File: src/tcc_pkg.sv
// constants for the 16-bit timer counter with one capture/compare channel
// assumes an AHB-Lite slave with word-aligned 8-bit registers
package tcc_pkg;

  // register byte addresses
  localparam logic [7:0] TCC_OFS_TCS  = 8'h00;  // timer_ctrl_stat
  localparam logic [7:0] TCC_OFS_CNTH = 8'h04;  // count_high
  localparam logic [7:0] TCC_OFS_CNTL = 8'h08;  // count_low
  localparam logic [7:0] TCC_OFS_MODH = 8'h0c;  // modulo_high
  localparam logic [7:0] TCC_OFS_MODL = 8'h10;  // modulo_low
  localparam logic [7:0] TCC_OFS_CCS  = 8'h14;  // chan_ctrl_stat
  localparam logic [7:0] TCC_OFS_CVH  = 8'h18;  // chan_value_high
  localparam logic [7:0] TCC_OFS_CVL  = 8'h1c;  // chan_value_low

  // timer_ctrl_stat fields
  localparam int TCC_TCS_TOF  = 7;
  localparam int TCC_TCS_OVERFLOW_IRQ_EN = 6;
  localparam int TCC_TCS_CAS  = 5;
  localparam int TCC_TCS_CLK  = 3;  // two bits, 4:3

  // chan_ctrl_stat fields
  localparam int TCC_CCS_FLAG = 7;
  localparam int TCC_CCS_MSB  = 5;
  localparam int TCC_CCS_MSA  = 4;
  localparam int TCC_CCS_ELS  = 2;  // two bits, 3:2

  // clock source select codes
  localparam logic [1:0] TCC_CLK_OFF = 2'h0;
  localparam logic [1:0] TCC_CLK_BUS = 2'h1;
  localparam logic [1:0] TCC_CLK_FIX = 2'h2;
  localparam logic [1:0] TCC_CLK_EXT = 2'h3;

  // edge select codes
  localparam logic [1:0] TCC_EDGE_OFF  = 2'h0;
  localparam logic [1:0] TCC_EDGE_RISE = 2'h1;
  localparam logic [1:0] TCC_EDGE_FALL = 2'h2;
  localparam logic [1:0] TCC_EDGE_BOTH = 2'h3;

  localparam logic [15:0] TCC_CNT_ZERO = 16'h0000;
  localparam logic [15:0] TCC_CNT_FULL = 16'hffff;
  localparam logic [15:0] TCC_CNT_ONE  = 16'h0001;
  localparam logic [7:0]  TCC_BYTE_RST = 8'h00;
  localparam logic [31:0] TCC_WORD_RST = 32'h0000_0000;

  typedef enum logic [1:0] {
    TCC_BUS_IDLE   = 2'b01,
    TCC_BUS_ACCESS = 2'b10
  } tcc_bus_st_t;

endpackage : tcc_pkg

File: src/tcc_core.sv
// timer counter core: 16-bit counter, overflow flag, one capture channel
// assumes a single AHB-Lite master; chan_pin is asynchronous to hclk
//
// Chosen here: the AHB-Lite slave port and the register offsets.
`timescale 1ns/10ps
`default_nettype none

// Notes on behaviour
// - capture mode: reading one value byte freezes both until the other is read
// - any chan_ctrl_stat write releases value read and write buffers
// - capture mode ignores software writes to value bytes
// - debug halt freezes read-buffer state; only chan_ctrl_stat write resets it
// - debug halt reads return live value, not the buffer
// - compare/pwm with clock off: load value when second byte written
// - compare with clock on: load at next counter tick after both bytes
// - pwm with clock on: load when counter steps modulus-1 to modulus
// - value bytes may be written high first or low first
// - debug halt writes go straight into the channel value
// - debug halt writes leave a partial write sequence intact
// - center_align_sel 1 makes the channel pwm and counter up/down
// - clock select: 00 off, 01 bus, 10 fixed, 11 external pin
// - clock select resets to 00; 00 stops counting, keeps contents
// - overflow request is a level: flag and enable both set
// - up mode sets overflow flag on wrap from terminal count to zero
// - up/down mode sets overflow flag stepping down from modulus
// - up mode counts zero to terminal count, then zero again
// - up/down mode counts up to terminal, down to zero, ends once each
// - writing either count byte clears counter and its read buffer
// - active capture edge copies counter to value, sets flag, also halted
// - edge select: 01 rising, 10 falling, 11 both, 00 disconnected
// - event flag clears by read-while-set then write 0; new event wins
module tcc_core (
  // bus clock and reset
  input  wire  logic        hclk,
  input  wire  logic        hresetn,
  // ahb-lite slave
  input  wire  logic        hsel,
  input  wire  logic [31:0] haddr,
  input  wire  logic [1:0]  htrans,
  input  wire  logic        hwrite,
  input  wire  logic [2:0]  hsize,
  input  wire  logic [31:0] hwdata,
  input  wire  logic        hready,
  output var   logic        hreadyout,
  output var   logic        hresp,
  output var   logic [31:0] hrdata,
  // timer side
  input  wire  logic        chan_pin,
  input  wire  logic        fixed_clk_tick,
  input  wire  logic        debug_halt_mode,
  output var   logic        overflow_irq,
  output var   logic        chan_irq
);
  import tcc_pkg::*;

  // ********************
  // bus slave
  // ********************
  tcc_bus_st_t bus_st_q;
  logic [7:0]  addr_q;
  logic        write_q;
  logic        rdy_q;
  logic [31:0] rdata_q;
  logic        acc;
  logic        rd;
  logic        wr;
  logic [7:0]  wbyte;

  always_ff @(posedge hclk or negedge hresetn) begin
    if (!hresetn) begin
      bus_st_q <= TCC_BUS_IDLE;
      addr_q   <= TCC_BYTE_RST;
      write_q  <= 1'b0;
      rdy_q    <= 1'b1;
    end else begin
      case (bus_st_q)
        TCC_BUS_IDLE: begin
          // one wait state keeps read side effects after any prior write
          if (hsel && htrans[1] && hready) begin
            bus_st_q <= TCC_BUS_ACCESS;
            addr_q   <= haddr[7:0];
            write_q  <= hwrite;
            rdy_q    <= 1'b0;
          end
        end
        TCC_BUS_ACCESS: begin
          bus_st_q <= TCC_BUS_IDLE;
          rdy_q    <= 1'b1;
        end
        default: begin
          bus_st_q <= TCC_BUS_IDLE;
          rdy_q    <= 1'b1;
        end
      endcase
    end
  end

  assign acc   = (bus_st_q == TCC_BUS_ACCESS);
  assign rd    = acc && !write_q;
  assign wr    = acc && write_q;
  assign wbyte = hwdata[7:0];
  assign hreadyout = rdy_q;
  assign hresp     = 1'b0;
  assign hrdata    = rdata_q;

  // register state
  logic [1:0]  clk_sel_q;
  logic        cas_q;
  logic        overflow_irq_en_q;
  logic        tof_q;
  logic        tof_arm_q;
  logic [15:0] cnt_q;
  logic [15:0] mod_q;
  logic        up_q;
  logic        msb_q;
  logic        msa_q;
  logic [1:0]  els_q;
  logic        flag_q;
  logic        flag_arm_q;
  logic [15:0] cval_q;

  logic wr_tcs, wr_cnt, wr_ccs, wr_cvh, wr_cvl, rd_cvh, rd_cvl;
  logic rd_cnth, rd_cntl;
  assign wr_tcs  = wr && (addr_q == TCC_OFS_TCS);
  assign wr_cnt  = wr && (addr_q == TCC_OFS_CNTH || addr_q == TCC_OFS_CNTL);
  assign wr_ccs  = wr && (addr_q == TCC_OFS_CCS);
  assign wr_cvh  = wr && (addr_q == TCC_OFS_CVH);
  assign wr_cvl  = wr && (addr_q == TCC_OFS_CVL);
  assign rd_cvh  = rd && (addr_q == TCC_OFS_CVH);
  assign rd_cvl  = rd && (addr_q == TCC_OFS_CVL);
  assign rd_cnth = rd && (addr_q == TCC_OFS_CNTH);
  assign rd_cntl = rd && (addr_q == TCC_OFS_CNTL);

  // channel modes
  logic cap_mode, oc_mode, pwm_mode, halted;
  assign cap_mode = !cas_q && !msb_q && !msa_q;
  assign oc_mode  = !cas_q && !msb_q && msa_q;
  assign pwm_mode = cas_q || msb_q;
  assign halted   = debug_halt_mode;

  // ********************
  // pin synchroniser
  // ********************
  logic [2:0] pin_s_q;
  logic       pin_f_q;
  logic       pin_f_d;
  logic       rise, fall;

  always_ff @(posedge hclk or negedge hresetn) begin
    if (!hresetn) begin
      pin_s_q <= 3'h0;
      pin_f_q <= 1'b0;
    end else begin
      pin_s_q <= {pin_s_q[1:0], chan_pin};
      pin_f_q <= pin_f_d;
    end
  end

  // a change counts only when the last two stages agree
  assign pin_f_d = (pin_s_q[1] == pin_s_q[2]) ? pin_s_q[2] : pin_f_q;
  assign rise    = pin_f_d && !pin_f_q;
  assign fall    = !pin_f_d && pin_f_q;

  // ********************
  // counter
  // ********************
  logic        tick;
  logic [15:0] term;
  logic        wrap_up, turn_dn;

  always_comb begin
    case (clk_sel_q)
      TCC_CLK_BUS: tick = 1'b1;
      TCC_CLK_FIX: tick = fixed_clk_tick;
      TCC_CLK_EXT: tick = rise;
      default:     tick = 1'b0;
    endcase
    if (halted) begin
      tick = 1'b0;
    end
  end

  assign term    = (mod_q == TCC_CNT_ZERO) ? TCC_CNT_FULL : mod_q;
  assign wrap_up = tick && !cas_q && (cnt_q == term);
  assign turn_dn = tick && cas_q && up_q && (cnt_q == term);

  always_ff @(posedge hclk or negedge hresetn) begin
    if (!hresetn) begin
      cnt_q <= TCC_CNT_ZERO;
      up_q  <= 1'b1;
    end else if (wr_cnt) begin
      cnt_q <= TCC_CNT_ZERO;
      up_q  <= 1'b1;
    end else if (tick) begin
      if (!cas_q) begin
        cnt_q <= wrap_up ? TCC_CNT_ZERO : cnt_q + TCC_CNT_ONE;
        up_q  <= 1'b1;
      end else if (up_q) begin
        // both ends last one tick: reverse on the tick after reaching them
        if (cnt_q == term) begin
          cnt_q <= cnt_q - TCC_CNT_ONE;
          up_q  <= 1'b0;
        end else begin
          cnt_q <= cnt_q + TCC_CNT_ONE;
        end
      end else if (cnt_q == TCC_CNT_ZERO) begin
        cnt_q <= cnt_q + TCC_CNT_ONE;
        up_q  <= 1'b1;
      end else begin
        cnt_q <= cnt_q - TCC_CNT_ONE;
      end
    end
  end

  // timer control, modulo
  always_ff @(posedge hclk or negedge hresetn) begin
    if (!hresetn) begin
      clk_sel_q <= TCC_CLK_OFF;
      cas_q     <= 1'b0;
      overflow_irq_en_q    <= 1'b0;
      mod_q     <= TCC_CNT_ZERO;
    end else begin
      if (wr_tcs) begin
        clk_sel_q <= wbyte[TCC_TCS_CLK +: 2];
        cas_q     <= wbyte[TCC_TCS_CAS];
        overflow_irq_en_q    <= wbyte[TCC_TCS_OVERFLOW_IRQ_EN];
      end
      if (wr && addr_q == TCC_OFS_MODH) begin
        mod_q[15:8] <= wbyte;
      end
      if (wr && addr_q == TCC_OFS_MODL) begin
        mod_q[7:0] <= wbyte;
      end
    end
  end

  // overflow flag: read-while-set then write 0, a new overflow wins
  always_ff @(posedge hclk or negedge hresetn) begin
    if (!hresetn) begin
      tof_q     <= 1'b0;
      tof_arm_q <= 1'b0;
    end else if (wrap_up || turn_dn) begin
      tof_q     <= 1'b1;
      tof_arm_q <= 1'b0;
    end else if (rd && addr_q == TCC_OFS_TCS && tof_q) begin
      tof_arm_q <= 1'b1;
    end else if (wr_tcs && tof_arm_q && !wbyte[TCC_TCS_TOF]) begin
      tof_q     <= 1'b0;
      tof_arm_q <= 1'b0;
    end
  end

  // count read coherency
  logic       cnt_lat_q;
  logic [7:0] cnt_buf_q;

  always_ff @(posedge hclk or negedge hresetn) begin
    if (!hresetn) begin
      cnt_lat_q <= 1'b0;
      cnt_buf_q <= TCC_BYTE_RST;
    end else if (wr_cnt) begin
      cnt_lat_q <= 1'b0;
    end else if ((rd_cnth || rd_cntl) && !halted) begin
      cnt_lat_q <= !cnt_lat_q;
      cnt_buf_q <= rd_cnth ? cnt_q[7:0] : cnt_q[15:8];
    end
  end

  // ********************
  // channel
  // ********************
  logic cap_evt, cmp_evt;
  assign cap_evt = cap_mode && (
                   (els_q == TCC_EDGE_RISE && rise) ||
                   (els_q == TCC_EDGE_FALL && fall) ||
                   (els_q == TCC_EDGE_BOTH && (rise || fall)));
  assign cmp_evt = !cap_mode && (els_q != TCC_EDGE_OFF) && tick &&
                   (cnt_q == cval_q);

  always_ff @(posedge hclk or negedge hresetn) begin
    if (!hresetn) begin
      msb_q <= 1'b0;
      msa_q <= 1'b0;
      els_q <= TCC_EDGE_OFF;
    end else if (wr_ccs) begin
      msb_q <= wbyte[TCC_CCS_MSB];
      msa_q <= wbyte[TCC_CCS_MSA];
      els_q <= wbyte[TCC_CCS_ELS +: 2];
    end
  end

  always_ff @(posedge hclk or negedge hresetn) begin
    if (!hresetn) begin
      flag_q     <= 1'b0;
      flag_arm_q <= 1'b0;
    end else if (cap_evt || cmp_evt) begin
      flag_q     <= 1'b1;
      flag_arm_q <= 1'b0;
    end else if (rd && addr_q == TCC_OFS_CCS && flag_q) begin
      flag_arm_q <= 1'b1;
    end else if (wr_ccs && flag_arm_q && !wbyte[TCC_CCS_FLAG]) begin
      flag_q     <= 1'b0;
      flag_arm_q <= 1'b0;
    end
  end

  // write buffer
  logic [15:0] wb_q;
  logic        got_h_q, got_l_q, pend_q;
  logic        buf_wr, done_h, done_l, both, load_now, load_tick;
  assign buf_wr   = !cap_mode && !halted;
  assign done_h   = got_h_q || (buf_wr && wr_cvh);
  assign done_l   = got_l_q || (buf_wr && wr_cvl);
  assign both     = buf_wr && (wr_cvh || wr_cvl) && done_h && done_l;
  assign load_now = both && clk_sel_q == TCC_CLK_OFF;
  assign load_tick = pend_q && tick && (oc_mode ||
                     (pwm_mode && up_q && cnt_q == term - TCC_CNT_ONE));

  always_ff @(posedge hclk or negedge hresetn) begin
    if (!hresetn) begin
      wb_q    <= TCC_CNT_ZERO;
      got_h_q <= 1'b0;
      got_l_q <= 1'b0;
      pend_q  <= 1'b0;
    end else if (wr_ccs) begin
      got_h_q <= 1'b0;
      got_l_q <= 1'b0;
      pend_q  <= 1'b0;
    end else if (load_tick) begin
      got_h_q <= 1'b0;
      got_l_q <= 1'b0;
      pend_q  <= 1'b0;
    end else if (buf_wr) begin
      if (wr_cvh) begin
        wb_q[15:8] <= wbyte;
      end
      if (wr_cvl) begin
        wb_q[7:0] <= wbyte;
      end
      if (both) begin
        got_h_q <= 1'b0;
        got_l_q <= 1'b0;
        pend_q  <= !load_now;
      end else begin
        got_h_q <= done_h;
        got_l_q <= done_l;
      end
    end
  end

  always_ff @(posedge hclk or negedge hresetn) begin
    if (!hresetn) begin
      cval_q <= TCC_CNT_ZERO;
    end else if (cap_evt) begin
      cval_q <= cnt_q;
    end else if (cap_mode) begin
      cval_q <= cval_q;
    end else if (halted && wr_cvh) begin
      cval_q[15:8] <= wbyte;
    end else if (halted && wr_cvl) begin
      cval_q[7:0] <= wbyte;
    end else if (load_now) begin
      cval_q <= {wr_cvh ? wbyte : wb_q[15:8], wr_cvl ? wbyte : wb_q[7:0]};
    end else if (load_tick) begin
      cval_q <= wb_q;
    end
  end

  // value read coherency
  logic       cv_lat_q;
  logic [7:0] cv_buf_q;

  always_ff @(posedge hclk or negedge hresetn) begin
    if (!hresetn) begin
      cv_lat_q <= 1'b0;
      cv_buf_q <= TCC_BYTE_RST;
    end else if (wr_ccs) begin
      cv_lat_q <= 1'b0;
    end else if ((rd_cvh || rd_cvl) && cap_mode && !halted) begin
      cv_lat_q <= !cv_lat_q;
      if (!cv_lat_q) begin
        cv_buf_q <= rd_cvh ? cval_q[7:0] : cval_q[15:8];
      end
    end
  end

  // ********************
  // read data and requests
  // ********************
  logic [7:0] rbyte;
  logic       use_cv_buf;
  assign use_cv_buf = cv_lat_q && cap_mode && !halted;

  always_comb begin
    rbyte = TCC_BYTE_RST;
    if (addr_q == TCC_OFS_TCS) begin
      rbyte = {tof_q, overflow_irq_en_q, cas_q, clk_sel_q, 3'h0};
    end else if (addr_q == TCC_OFS_CNTH) begin
      rbyte = (cnt_lat_q && !halted) ? cnt_buf_q : cnt_q[15:8];
    end else if (addr_q == TCC_OFS_CNTL) begin
      rbyte = (cnt_lat_q && !halted) ? cnt_buf_q : cnt_q[7:0];
    end else if (addr_q == TCC_OFS_MODH) begin
      rbyte = mod_q[15:8];
    end else if (addr_q == TCC_OFS_MODL) begin
      rbyte = mod_q[7:0];
    end else if (addr_q == TCC_OFS_CCS) begin
      rbyte = {flag_q, 1'b0, msb_q, msa_q, els_q, 2'h0};
    end else if (addr_q == TCC_OFS_CVH) begin
      rbyte = use_cv_buf ? cv_buf_q : cval_q[15:8];
    end else if (addr_q == TCC_OFS_CVL) begin
      rbyte = use_cv_buf ? cv_buf_q : cval_q[7:0];
    end
  end

  logic irq_q, cirq_q;
  always_ff @(posedge hclk or negedge hresetn) begin
    if (!hresetn) begin
      rdata_q <= TCC_WORD_RST;
      irq_q   <= 1'b0;
      cirq_q  <= 1'b0;
    end else begin
      if (rd) begin
        rdata_q <= {24'h000000, rbyte};
      end
      irq_q  <= tof_q && overflow_irq_en_q;
      cirq_q <= flag_q;
    end
  end
  assign overflow_irq = irq_q;
  assign chan_irq     = cirq_q;
endmodule : tcc_core

`default_nettype wire

File: config.mk
export PLATFORM = sky130hd
export DESIGN_NAME = tcc_core
export DESIGN_NICKNAME = d
export VERILOG_FILES = /design/src/tcc_pkg.sv /design/src/tcc_core.sv
export SDC_FILE = /design/constraint.sdc
export NUM_CORES = 1
export LEC_CHECK = 0
export BUFFER_PORTS_ARGS = -buffer_cell sky130_fd_sc_hd__buf_2
export CORE_ASPECT_RATIO = 1.5
export CORE_MARGIN = 8
export CORE_UTILIZATION = 59
export CTS_CLUSTER_SIZE = 10
export DETAILED_ROUTE_END_ITERATION = 10
export PLACE_DENSITY = 0.83
export SLEW_MARGIN = 15
export SYNTH_ARGS = -nofsm -noshare
export SYNTH_HDL_FRONTEND = slang
export SYNTH_SLANG_ARGS = --single-unit
File: constraint.sdc
create_clock -name hclk -period 5.7 [get_ports hclk]
set_clock_uncertainty 0.15 [all_clocks]
set_input_delay 0.57 -clock hclk [delete_from_list [all_inputs] [get_ports hclk]]
set_output_delay 0.57 -clock hclk [all_outputs]
set_load 0.05 [all_outputs]
# ---- Word level (Yosys, flattened, before mapping)
# Index checks and enable logic that the tools add are counted.
dict set report word_totals {
  in_bits 77
  register_bits 124
}
dict set report classes {
  bitwise 4
  n_eq_ne 25
  muxes 71
  add_sub_neg 3
  n_reduce_logical 110
}
# operator n
set ops {}
lappend ops {{16-bit 2-to-1 mux} 12}
lappend ops {{8-bit 2-to-1 mux} 20}
lappend ops {{1-bit logical AND} 60}
lappend ops {{16-bit equality test} 3}
lappend ops {{1-bit 2-to-1 mux} 36}
lappend ops {{8-bit by 5-bit equality test with 1-bit output (second input constant)} 4}
lappend ops {{16-bit logical NOT} 2}
lappend ops {{16-bit by 1-bit subtractor with 16-bit output (second input constant)} 2}
lappend ops {{16-bit by 1-bit adder with 16-bit output (second input constant)} 1}
lappend ops {{8-bit by 4-bit equality test with 1-bit output (second input constant)} 2}
lappend ops {{1-bit logical OR} 13}
lappend ops {{1-bit logical NOT} 12}
lappend ops {{3-bit AND reduction} 4}
lappend ops {{2-bit nonzero test} 6}
lappend ops {{3-bit nonzero test} 4}
lappend ops {{2-bit equality test (second input constant)} 5}
lappend ops {{2-bit AND reduction} 5}
lappend ops {{8-bit by 3-bit equality test with 1-bit output (second input constant)} 1}
lappend ops {{8-bit logical NOT} 1}
lappend ops {{2-bit inequality test (second input constant)} 4}
lappend ops {{4-bit nonzero test} 2}
lappend ops {{2-bit by 1-bit equality test with 1-bit output (second input constant)} 3}
lappend ops {{2-bit 2-to-1 mux} 2}
lappend ops {{1-bit inverter} 4}
lappend ops {{5 further kinds} 5}

# ---- Longest topological paths before layout
# Gate-level depths: netlist (run 1).
dict set report depth {
  ltp_word 15
  mapped_depth 18
  ltp_nobuf 13
}

# ---- Least setup slack after synthesis (run 1)
# No wires, ideal clock.
dict set report synth_path {
  path_type {reg-to-reg}
  startpoint {register mod_q[11]}
  endpoint {register wb_q[0]}
  setup_time_ns 0.125
  slack_ns 1.464
  synth_period_minus_slack_ns 4.236
  path_buffers 5
  arrival_time_ns 3.961
  stages_incl_launch_ff 19
  required_ns 5.425
  path_cell_list {dfrtp_1 clkbuf_1 nor4_2 and4_4 buf_4 buf_4 nor2_1 ha_1 or4b_1 buf_2 nand2b_4 a221oi_2 nand4_1 or4_4 nor4_2 o21ai_1 and3_1 buf_6 mux2_4}
}
dict set report synth_via {
  elab_chain_len 9
}
# item line
set synth_lines {}
lappend synth_lines {{start, declared} tcc_core.sv:113} ;# logic [15:0] mod_q;
lappend synth_lines {{start signal, assigned} tcc_core.sv:229} ;# mod_q[15:8] <= wbyte;
lappend synth_lines {{16-bit logical NOT} tcc_core.sv:183} ;# assign term = (mod_q == TCC_CNT_ZERO) ? TCC_CNT_FULL : mod_q;
lappend synth_lines {{16-bit 2-to-1 mux *} tcc_core.sv:183}
lappend synth_lines {{16-bit by 1-bit subtractor with 16-bit output *} tcc_core.sv:317} ;# (pwm_mode && up_q && cnt_q == term - TCC_CNT_ONE));
lappend synth_lines {{16-bit equality test *} tcc_core.sv:317}
lappend synth_lines {{1-bit logical AND *} tcc_core.sv:317}
lappend synth_lines {{1-bit logical OR *} tcc_core.sv:316} ;# assign load_tick = pend_q && tick && (oc_mode ||
lappend synth_lines {{1-bit logical AND *} tcc_core.sv:316}
lappend synth_lines {{1-bit inverter (no line) *} n/a}
lappend synth_lines {{3-bit AND reduction (no line) *} n/a}
lappend synth_lines {{end signal, assigned} tcc_core.sv:338} ;# wb_q[7:0] <= wbyte;
lappend synth_lines {{end, declared} tcc_core.sv:308} ;# logic [15:0] wb_q;
# Every way passes the cells marked *; elsewhere a longest branch is shown, timed or not.
# A chain may end at the register's enable or synchronous reset.

# ---- Final worst setup path (run 1)
dict set report layout_path {
  startpoint {register mod_q[5]}
  endpoint {register wb_q[6]}
}
# The elaborated chain is that of the path after synthesis.

==> impl_metrics.csv, run 1 <==
group,metric,value,unit
final_layout,finalCoreUtilization,63.8,%
critical_path,path_class,"register to register",
routing,first_pass_iters,5,
critical_path,worst_path_maximum_fanout,23,
sta,finalSetupViolCount,0,
logic_synthesis,yosys.cell_types.count,80,
floorplan,io-pin-count,113,
clocking,clkLatencyLatePin,0.42,ns
final_layout,antennaDiodeCount,0,
clocking,cts-buffers-inserted,17,
logic_synthesis,synth_simple_gate_area_share,22.0,%
logic_synthesis,synthAdderAreaFrac,0.877,%
floorplan,start_util,59.5,%
critical_path,crit_required,5.86,ns
routing,detail_route.drc_violations,0,
floorplan,chipHeight,164,µm
sta,layout_min_cycle_time,4.93,ns
place,dpl-instance-area,0.00861,mm²
pwr,power.total,3350,µW
final_layout,layout.cells.most_common_list,"nand2_1 (133), dfrtp_1 (121), o21ai_0 (78)",
final_layout,area_growth,7.31,%
final_layout,layout_commonest_cell,"nand2_1",
final_layout,stdcell_area,0.00918,mm²
sta,slew-limit-headroom,23.8,%
floorplan,total_die_area,0.0187,mm²
sta,final_hold_violation_count,0,
final_layout,finalNetCount,1048,
floorplan,floorplan.die.width,114,µm
final_layout,layout-drive-gt1-share,16.7,%
run,max_cap_violations,0,
outcome,run_status,"finished, final reports clean",
clocking,clk_root_buffer_cell,"clkbuf_16",
global_route,grt_use_total,28.3,%
routing,route.final.wire_length,26.0,mm
place,hpwlAfterDp,17.9,mm
routing,detail_route.wl_per_cell,22.2,µm
clocking,cts_hold_repair.buffers,0,
place,placement.io_buffers,35,
logic_synthesis,synthCells,981,
logic_synthesis,synth_ff_type,"dfrtp_1",
logic_synthesis,synth_xor_area_share,3.79,%
pwr,p_per_cell_area,365,mW/mm²
logic_synthesis,synth-edff-count,0,
global_route,globalRouteOverflowTotal,0,
global_route,first_global_vias,7552,
sta,rsz0062_at_grt,"false",
routing,initialDrtViolationCount,650,
routing,antenna_violating_nets_post_route,0,
floorplan,core_area,0.0144,mm²
hold_path,worst_hold_path.num_cells,1,
global_route,grt_start_max_net_pins,84,
logic_synthesis,synth_mux_area_share,11.5,%
sta,timing_worst_slew_pin_value,1.14,ns
global_route,antenna_found_initial,0,
sta,tns,0,ns
logic_synthesis,synth_compound_gate_area_share,18.6,%
clocking,cts_htree_levels,4,
final_layout,layout.filler_cells,1193,
floorplan,std_cell_rows,54,
sta,maxClockFrequency,203,MHz
global_route,grt_pass1_wl,40.5,mm
pwr,power.static_leakage,0.00391,µW
routing,vias,7819,
routing,via_per_inst,6.66,
logic_synthesis,synth-warning-count,0,
logic_synthesis,cell_area_after_technology_mapping,0.00856,mm²
critical_path,r2r.worst_path.cells,13,
hold_path,hp-class,"input pin to register",
clocking,post-cts-setup-buffer-count,0,
place,place_congestion,0.970,
pwr,vdd_ir_drop_max,0.247,mV
sta,fin_crit_sh,86.4,%
clocking,clk_pin_slew,0.06,ns
logic_synthesis,asyncSetResetFlopFracSynth,100,%
critical_path,critPathLaunchType,"register",
logic_synthesis,seq_area_frac_synth,36.0,%
sta,slew_violations,0,
clocking,cts_sinks,123,
critical_path,critPathCaptureType,"register",
clocking,clock_tree.buffer_depth,2,
logic_synthesis,synth-seq-cells,123,
clocking,number_of_instances_resized_during_post_cts_repair,0,
critical_path,worst-endpoint-arrival,5.08,ns
clocking,tritoncts,"yes",
logic_synthesis,per_instance_average_area_after_synthesis,8.72,µm²
logic_synthesis,synth_top_family_by_area,"simple AND/OR/NAND/NOR gates",
worst paths after layout:
| path | startpoint | endpoint | slack, ns |
|---|---|---|---|
| max in group asynchronous | hresetn | wb_q[0]$_DFFE_PN0P_ | 4.06 |
| min reg2reg | pin_s_q[0]$_DFF_PN0_ | pin_s_q[1]$_DFF_PN0_ | 0.21 |
| min | chan_pin | pin_s_q[0]$_DFF_PN0_ | 0.10 |
| min in group asynchronous | hresetn | overflow_irq$_DFF_PN0_ | 0.19 |
| max | mod_q[5]$_DFFE_PN0P_ | wb_q[6]$_DFFE_PN0P_ | 0.77 |
| max reg2reg | mod_q[5]$_DFFE_PN0P_ | wb_q[6]$_DFFE_PN0P_ | 0.77 |
worst max-delay path, cell delays in order (launching register included):
cell      delay, ns
dfrtp_1        0.72
nor4_4         0.12
and4_4         0.28
nor2_1         0.18
ha_1           0.22
or4b_1         0.62
nand2b_4       0.21
a221oi_2       0.26
nand4_1        0.13
or4_4          0.56
nor4_2         0.37
o21ai_1        0.20
and3_1         0.39
mux2_4         0.37
synthesized netlist by cell type (12+ instances only):
master	count	share of area, %
xor2_1	23	2.4
o21ai_0	78	4.6
a221oi_1	18	1.8
dfrtp_1	121	35
mux2_4	16	2.8
mux2_2	32	4.2
nand3_1	28	1.6
and3_1	18	1.3
inv_1	20	0.88
nand2b_1	12	0.88
mux2i_1	38	4.4
xnor2_1	14	1.4
buf_4	27	2.4
nor4_1	14	1.0
a21oi_1	36	2.1
nor3_1	32	1.9
nand2_1	133	5.8
nor2_1	57	2.5
clkbuf_1	55	2.4
cell type report:
class	instances	area [µm²]	area share, %
multi-input combinational	757	4950	53.9
inverter	20	75.1	0.817
tap	196	245	2.67
timing repair buffer	46	260	2.83
clock inverter	14	135	1.47
clock buffer	18	439	4.78
sequential	123	3080	33.5
stage by stage:
stage          instances  setup slack (ns)  hold slack [ns]
6_report            1174             0.773            0.103
5_1_grt             1174             0.610           0.0942
4_1_cts             1174             0.821           0.0970
3_5_place_dp        1142             0.865            0.188
3_3_place_gp        1142             0.907            0.194
2_1_floorplan       1005              1.46            0.124
registers in the layout, summed over array words and instances, names as in the netlist, 2 cells and up:
name / flops
addr_q: 8
bus_st_q: 2
clk_sel_q: 2
cnt_buf_q: 8
cnt_q: 16
cv_buf_q: 8
cval_q: 16
els_q: 2
hrdata: 8
mod_q: 16
pin_s_q: 3
wb_q: 16
power breakdown:
part / internal, µW / switching [µW] / leakage (µW) / total [µW]
Combinational: 389 / 641 / 0.00209 / 1030
Sequential: 988 / 290 / 0.00155 / 1280
Clock: 618 / 429 / 0.000270 / 1050
Total: 1990 / 1360 / 0.00391 / 3350
layer usage:
metal	track usage, %	up-vias	wire length [µm]
met3	5.55	133	2160
met1	30.6	3735	9230
met5	0	-	0
met2	48.1	458	12700
met4	20.9	0	1960
li1	-	3493	-
logic make-up (layout without fill, tap and decap cells):
| kind of cell | count (synthesis) | in the layout |
|---|---|---|
| fa+ha+maj | 6 | 6 |
| buf+inv | 125 | 98 |
| other cells | 1 | 25 |
| xor+xnor | 37 | 37 |
| compound gates | 237 | 237 |
| mux | 86 | 86 |
| flops | 123 | 123 |
| simple gates | 366 | 366 |
No activity file was read; power rests on OpenSTA's default activity.
==> run 2: changes to the inputs <==
--- a/config.mk
+++ b/config.mk
@@ -8,10 +8,10 @@
 export BUFFER_PORTS_ARGS = -buffer_cell sky130_fd_sc_hd__buf_2
 export CORE_ASPECT_RATIO = 1.5
 export CORE_MARGIN = 8
-export CORE_UTILIZATION = 59
+export CORE_UTILIZATION = 53
 export CTS_CLUSTER_SIZE = 10
 export DETAILED_ROUTE_END_ITERATION = 10
-export PLACE_DENSITY = 0.83
+export PLACE_DENSITY = 0.79
 export SLEW_MARGIN = 15
 export SYNTH_ARGS = -nofsm -noshare
 export SYNTH_HDL_FRONTEND = slang
==> constraint.sdc (replaced) <==
create_clock -name hclk -period 4.2 [get_ports hclk]
set_clock_uncertainty 0.15 [all_clocks]
set_input_delay 0.42 -clock hclk [delete_from_list [all_inputs] [get_ports hclk]]
set_output_delay 0.42 -clock hclk [all_outputs]
set_load 0.05 [all_outputs]
==> impl_metrics.csv, run 2 (same netlist as run 1, synthesis figures left out) <==
group,metric,value,unit
outcome,run_status,"finished, final reports clean",
place,dpl_worst_slack,0.0467,ns
clocking,cts_htree_levels,4,
global_route,grt_pass1_wl,43.5,mm
routing,first_pass_iters,7,
routing,detail_route.drc_violations,0,
critical_path,worstReg2RegEnd,"cval_q[6]$_DFFE_PN0P_",
global_route,first_global_vias,8030,
sta,final_worst_setup_slack,0.129,ns
final_layout,finalCoreUtilization,60.2,%
critical_path,worst-r2r-setup-slack,0.13,ns
final_layout,layout-drive-gt1-share,20.9,%
clocking,clkLatencyLatePin,0.43,ns
floorplan,floorplan.die.width,120,µm
routing,vias,8067,
place,dpl-instance-area,0.00897,mm²
floorplan,total_die_area,0.0206,mm²
floorplan,core_area,0.0160,mm²
sta,finalSetupViolCount,0,
routing,detail_route.wl_per_cell,22.6,µm
hold_path,hold-path-endpoint,"addr_q[5]$_DFFE_PN0P_",
floorplan,chipHeight,172,µm
final_layout,layout.filler_cells,1391,
routing,via_per_inst,6.55,
sta,maxClockFrequency,246,MHz
critical_path,path_class,"register to register",
final_layout,finalNetCount,1096,
routing,antenna_violating_nets_post_route,0,
final_layout,final-instance-count-excl-fill,1232,
global_route,grt_use_total,27.1,%
global_route,grt_start_max_net_pins,66,
global_route,globalRouteOverflowTotal,0,
pwr,power.total,4740,µW
final_layout,layout_commonest_cell,"nand2_1",
critical_path,path_cells,"nor4_4, and4_4, nor2_1, ha_2, or4b_1, buf_4, or3_1, o211ai_1, nand3b_1, o211ai_1, nor2_1, and3_1, buf_4, or4b_2, o221a_2",
sta,fin_crit_sh,96.9,%
critical_path,worst_path_maximum_fanout,9,
final_layout,layout.cells.most_common_list,"nand2_1 (133), dfrtp_1 (121), o21ai_0 (78)",
sta,rsz0062_at_grt,"true",
hold_path,hp-class,"input pin to register",
floorplan,start_util,53.6,%
hold_path,worstHoldStart,"haddr[5]",
final_layout,area_growth,12.4,%
clocking,clk_root_buffer_cell,"clkbuf_16",
clocking,cts-buffers-inserted,17,
clocking,cts_sinks,123,
place,place_congestion,0.989,
final_layout,antennaDiodeCount,0,
floorplan,std_cell_rows,57,
routing,route.final.wire_length,27.8,mm
critical_path,cp_num_buf_inv,2,
pwr,power.static_leakage,0.00417,µW
critical_path,worst-endpoint-arrival,4.23,ns
critical_path,critPathLaunchType,"register",
routing,initialDrtViolationCount,565,
sta,timing_worst_slew_pin_value,1.08,ns
critical_path,r2r_start,"mod_q[15]$_DFFE_PN0P_",
clocking,clk_pin_slew,0.07,ns
critical_path,critical-path-slowest-cell,"or4b_2",
clocking,tritoncts,"yes",
final_layout,stdcell_area,0.00962,mm²
place,placement.io_buffers,35,
hold_path,worst_hold_path.num_cells,3,
sta,slew-limit-headroom,27.8,%
critical_path,critPathTopFamily,"simple AND/OR/NAND/NOR gates",
pwr,p_per_cell_area,493,mW/mm²
run,max_cap_violations,0,
floorplan,io-pin-count,113,
clocking,clock_tree.buffer_depth,2,
critical_path,cpPeakStageDelay,0.64,ns
pwr,vdd_ir_drop_max,0.336,mV
sta,slew_violations,0,
global_route,antenna_found_initial,0,
critical_path,r2r.worst_path.cells,15,
place,dpl.cell_count,1198,
place,hpwlAfterDp,19.5,mm
critical_path,critPathCaptureType,"register",
sta,layout_min_cycle_time,4.07,ns
sta,final_hold_violation_count,0,
critical_path,crit_required,4.36,ns
run 2: changes by cell type in the layout (fill, tap and decap cells not counted), sizes merged:
cell / previous run / this run
buf: 46 / 92
clkinvlp: 4 / 2
dlygate4sd3: 0 / 2
bufinv: 1 / 2
inv: 25 / 26
run 2: repair_timing:
| action | in CTS | in global routing |
|---|---|---|
| hold endpoints to repair | 47 | 0 |
| setup endpoints to repair | 8 | 17 |
| hold buffers | 2 | 0 |
| pin swaps | 0 | 1 |
| gates resized for setup | 1 | 6 |
| setup buffers | 0 | 0 |
run 2: power by group:
part | internal [µW] | leakage [µW] | switching [µW]
logic | 589 | 0.00233 | 951
registers | 1340 | 0.00155 | 340
clock network | 904 | 0.000292 | 610
total | 2840 | 0.00417 | 1900
run 2: how the worst max path moves through the flow:
stage / start / to / slack, ns / cells past startpoint
after global routing: mod_q[15]$_DFFE_PN0P_ / wb_q[11]$_DFFE_PN0P_ / -0.03 / 13
final: mod_q[15]$_DFFE_PN0P_ / cval_q[6]$_DFFE_PN0P_ / 0.13 / 15
after global placement: mod_q[15]$_DFFE_PN0P_ / wb_q[1]$_DFFE_PN0P_ / 0.10 / 13
after detailed placement: mod_q[12]$_DFFE_PN0P_ / wb_q[0]$_DFFE_PN0P_ / 0.05 / 13
after floorplan: mod_q[9]$_DFFE_PN0P_ / wb_q[0]$_DFFE_PN0P_ / 0.04 / 18
after CTS: mod_q[12]$_DFFE_PN0P_ / wb_q[9]$_DFFE_PN0P_ / 0.02 / 13
run 2: area by class of cell:
cell class,instances,area (µm²),share of cell area (%)
Inverter,20,75.1,0.781
Tap cell,206,258,2.68
Multi-Input combinational cell,757,4980,51.8
Clock inverter,14,160,1.67
Clock buffer,18,439,4.57
Timing Repair Buffer,94,626,6.51
Sequential cell,123,3080,32.0
run 2: tightest hold or removal path, stage by stage:
cell and delay, ns:
buf_2 0.07, nand2_1 0.04, nand2_1 0.05
run 2: per-stage QoR:
step | hold WS [ns] | setup TNS (ns)
floorplan | -0.0256 | 0
global placement | 0.196 | 0
detailed placement | 0.188 | 0
CTS | 0.0310 | 0
global route | 0.0348 | -0.248
finish | 0.0334 | 0
run 2: metal layers:
metal	up-vias	GRT usage, %	part of all wire (%)
li1	3577	-	-
met1	3873	29.0	35
met2	449	46.1	50
met3	168	5.26	7.3
met4	0	22.3	8.3
met5	-	0	0
==> run 3: changes to the inputs <==
==> constraint.sdc (replaced) <==
create_clock -name hclk -period 3.4 [get_ports hclk]
set_clock_uncertainty 0.15 [all_clocks]
set_input_delay 0.34 -clock hclk [delete_from_list [all_inputs] [get_ports hclk]]
set_output_delay 0.34 -clock hclk [all_outputs]
set_load 0.05 [all_outputs]
==> impl_metrics.csv, run 3 (same netlist as run 1, synthesis figures left out) <==
group,metric,value,unit
outcome,run_status,"finished, violations left",
outcome,violated_checks,"negative setup slack",
floorplan,floorplan.die.width,120,µm
critical_path,r2r_start,"mod_q[11]$_DFFE_PN0P_",
sta,slew_violations,0,
critical_path,worst-endpoint-arrival,3.89,ns
routing,dr_wl_met2,15.4,mm
global_route,grt_use_total,30.4,%
run,max_cap_violations,0,
pwr,p_per_cell_area,590,mW/mm²
critical_path,critPathCaptureType,"register",
routing,initialDrtViolationCount,1084,
global_route,grt_start_max_net_pins,59,
routing,top_sig_layer,"met4",
global_route,grt_pass1_wl,47.7,mm
routing,detail_route.drc_violations,0,
sta,timing_worst_slew_pin_value,1.01,ns
floorplan,start_util,53.6,%
final_layout,finalCoreUtilization,65.7,%
hold_path,hp-class,"input pin to register",
global_route,first_global_vias,8435,
routing,route.final.wire_length,31.4,mm
critical_path,cpPeakStageDelay,0.57,ns
pwr,power.switching_fraction,41.2,%
hold_path,worst_hold_path.num_cells,2,
clocking,clk_root_buffer_cell,"clkbuf_16",
clocking,clock_tree.buffer_depth,2,
critical_path,worstReg2RegEnd,"wb_q[5]$_DFFE_PN0P_",
clocking,clk_pin_slew,0.06,ns
sta,final_hold_violation_count,0,
global_route,globalRouteOverflowTotal,0,
floorplan,chipHeight,172,µm
final_layout,layout_commonest_cell,"nand2_1",
sta,finalSetupViolCount,48,
floorplan,io-pin-count,113,
critical_path,path_cells,"nor4_4, and4_4, nor2_4, ha_4, or4b_4, nand2b_4, a221oi_2, nand4_1, or4_4, nor4_4, o21ai_2, and3_4, mux2_4",
final_layout,layout.cells.most_common_list,"nand2_1 (131), dfrtp_1 (120), buf_4 (96)",
critical_path,worst-r2r-setup-slack,-0.33,ns
global_route,antenna_found_initial,0,
routing,first_pass_iters,7,
clocking,tritoncts,"yes",
place,place_congestion,0.960,
pwr,power_frac_clock,30.6,%
hold_path,worstHoldStart,"hwdata[1]",
critical_path,worst_path_maximum_fanout,8,
sta,layout_min_cycle_time,3.73,ns
pwr,power.sequential.fraction,32.7,%
hold_path,hold-path-endpoint,"wb_q[1]$_DFFE_PN0P_",
final_layout,layout-drive-gt1-share,27.3,%
critical_path,critical-path-slowest-cell,"or4_4",
pwr,pwr-share-comb,36.7,%
routing,detail_route.wl_per_cell,24.2,µm
place,hpwlAfterDp,20.5,mm
critical_path,most_frequent_cell_on_the_critical_path,"nor4_4",
clocking,cts_sinks,123,
floorplan,std_cell_rows,57,
pwr,vdd_ir_drop_max,0.376,mV
critical_path,path_class,"register to register",
floorplan,total_die_area,0.0206,mm²
place,placement.io_buffers,35,
final_layout,finalNetCount,1161,
floorplan,core_area,0.0160,mm²
sta,rsz0062_at_grt,"true",
final_layout,final-instance-count-excl-fill,1297,
pwr,switchingPower,2550,µW
critical_path,r2r.worst_path.cells,13,
routing,via_per_inst,6.69,
sta,final_worst_setup_slack,-0.330,ns
pwr,power.total,6190,µW
final_layout,antennaDiodeCount,0,
sta,slew-limit-headroom,32.4,%
sta,fin_crit_sh,110,%
routing,wl_met3,3.19,mm
clocking,clkLatencyLatePin,0.43,ns
routing,vias,8671,
critical_path,critPathLaunchType,"register",
pwr,internal-power,3640,µW
final_layout,area_growth,22.6,%
routing,antenna_violating_nets_post_route,0,
critical_path,crit_required,3.56,ns
sta,tns,-10.87,ns
pwr,power.static_leakage,0.00458,µW
final_layout,layout.filler_cells,1226,
routing,routedLengthMet1,10.5,mm
place,dpl.cell_count,1236,
sta,maxClockFrequency,268,MHz
clocking,cts_htree_levels,4,
clocking,cts-buffers-inserted,17,
run 3: cell count changes in the layout (fill, tap and decap cells not counted), moves of 5 or more:
cell,before,now
or4b_4,0,5
dlygate4sd3_1,2,11
buf_6,0,14
nor3_1,31,24
nor2_1,57,51
nor3_4,1,6
buf_4,58,96
run 3: power by group through the flow:
stage | clock network, µW | registers [µW] | logic, µW
6_report | 1890 | 2030 | 2270
5_1_grt | 1960 | 2040 | 2400
4_1_cts | 1890 | 1980 | 2130
3_5_place_dp | 0 | 2000 | 2060
3_3_place_gp | 0 | 2000 | 2010
2_1_floorplan | 0 | 1900 | 1410
run 3: worst max-delay path: cells and delay by family (launching register included):
| kind | cells | cell delay [ns] |
|---|---|---|
| compound gates | 2 | 0.37 |
| fa+ha+maj | 1 | 0.13 |
| flops | 1 | 0.43 |
| mux | 1 | 0.31 |
| simple gates | 9 | 2.20 |
run 3: how the worst max path moves through the flow:
stage	endpoint	start
after floorplan	wb_q[0]$_DFFE_PN0P_	mod_q[6]$_DFFE_PN0P_
after global placement	wb_q[3]$_DFFE_PN0P_	mod_q[5]$_DFFE_PN0P_
after detailed placement	wb_q[2]$_DFFE_PN0P_	mod_q[6]$_DFFE_PN0P_
after CTS	wb_q[2]$_DFFE_PN0P_	mod_q[6]$_DFFE_PN0P_
after global routing	wb_q[5]$_DFFE_PN0P_	mod_q[6]$_DFFE_PN0P_
final	wb_q[5]$_DFFE_PN0P_	mod_q[11]$_DFFE_PN0P_
run 3: stage by stage:
step,worst slack [ns],instance area (µm²),hold WS [ns]
global route,-0.445,10500,0.145
detailed placement,-0.473,9370,0.197
CTS,-0.242,10400,0.137
global placement,-0.399,9370,0.200
finish,-0.330,10500,0.143
floorplan,-0.524,8790,-0.106
run 3: repair_timing:
item                                    CTS  global route
endpoints found under the hold margin    64             0
gates cloned                              1             0
setup buffers                            11             6
endpoints found under the setup margin   49            49
resized for setup                        36            20
hold buffers                             11             0
pin swaps                                 8            16
run 3: metal layers:
metal / global-route usage [%] / vias up
li1: - / 3722
met1: 33.3 / 4092
met2: 52.0 / 653
met3: 6.67 / 204
met4: 20.9 / 0
met5: 0 / -
run 3: area by class of cell:
class | count | area (µm²) | area share, %
tap | 206 | 258 | 2.46
inverter | 20 | 75.1 | 0.716
clock inverter | 14 | 174 | 1.66
timing repair buffer | 159 | 1250 | 11.9
multi-input combinational | 757 | 5220 | 49.8
clock buffer | 18 | 429 | 4.09
sequential | 123 | 3080 | 29.4
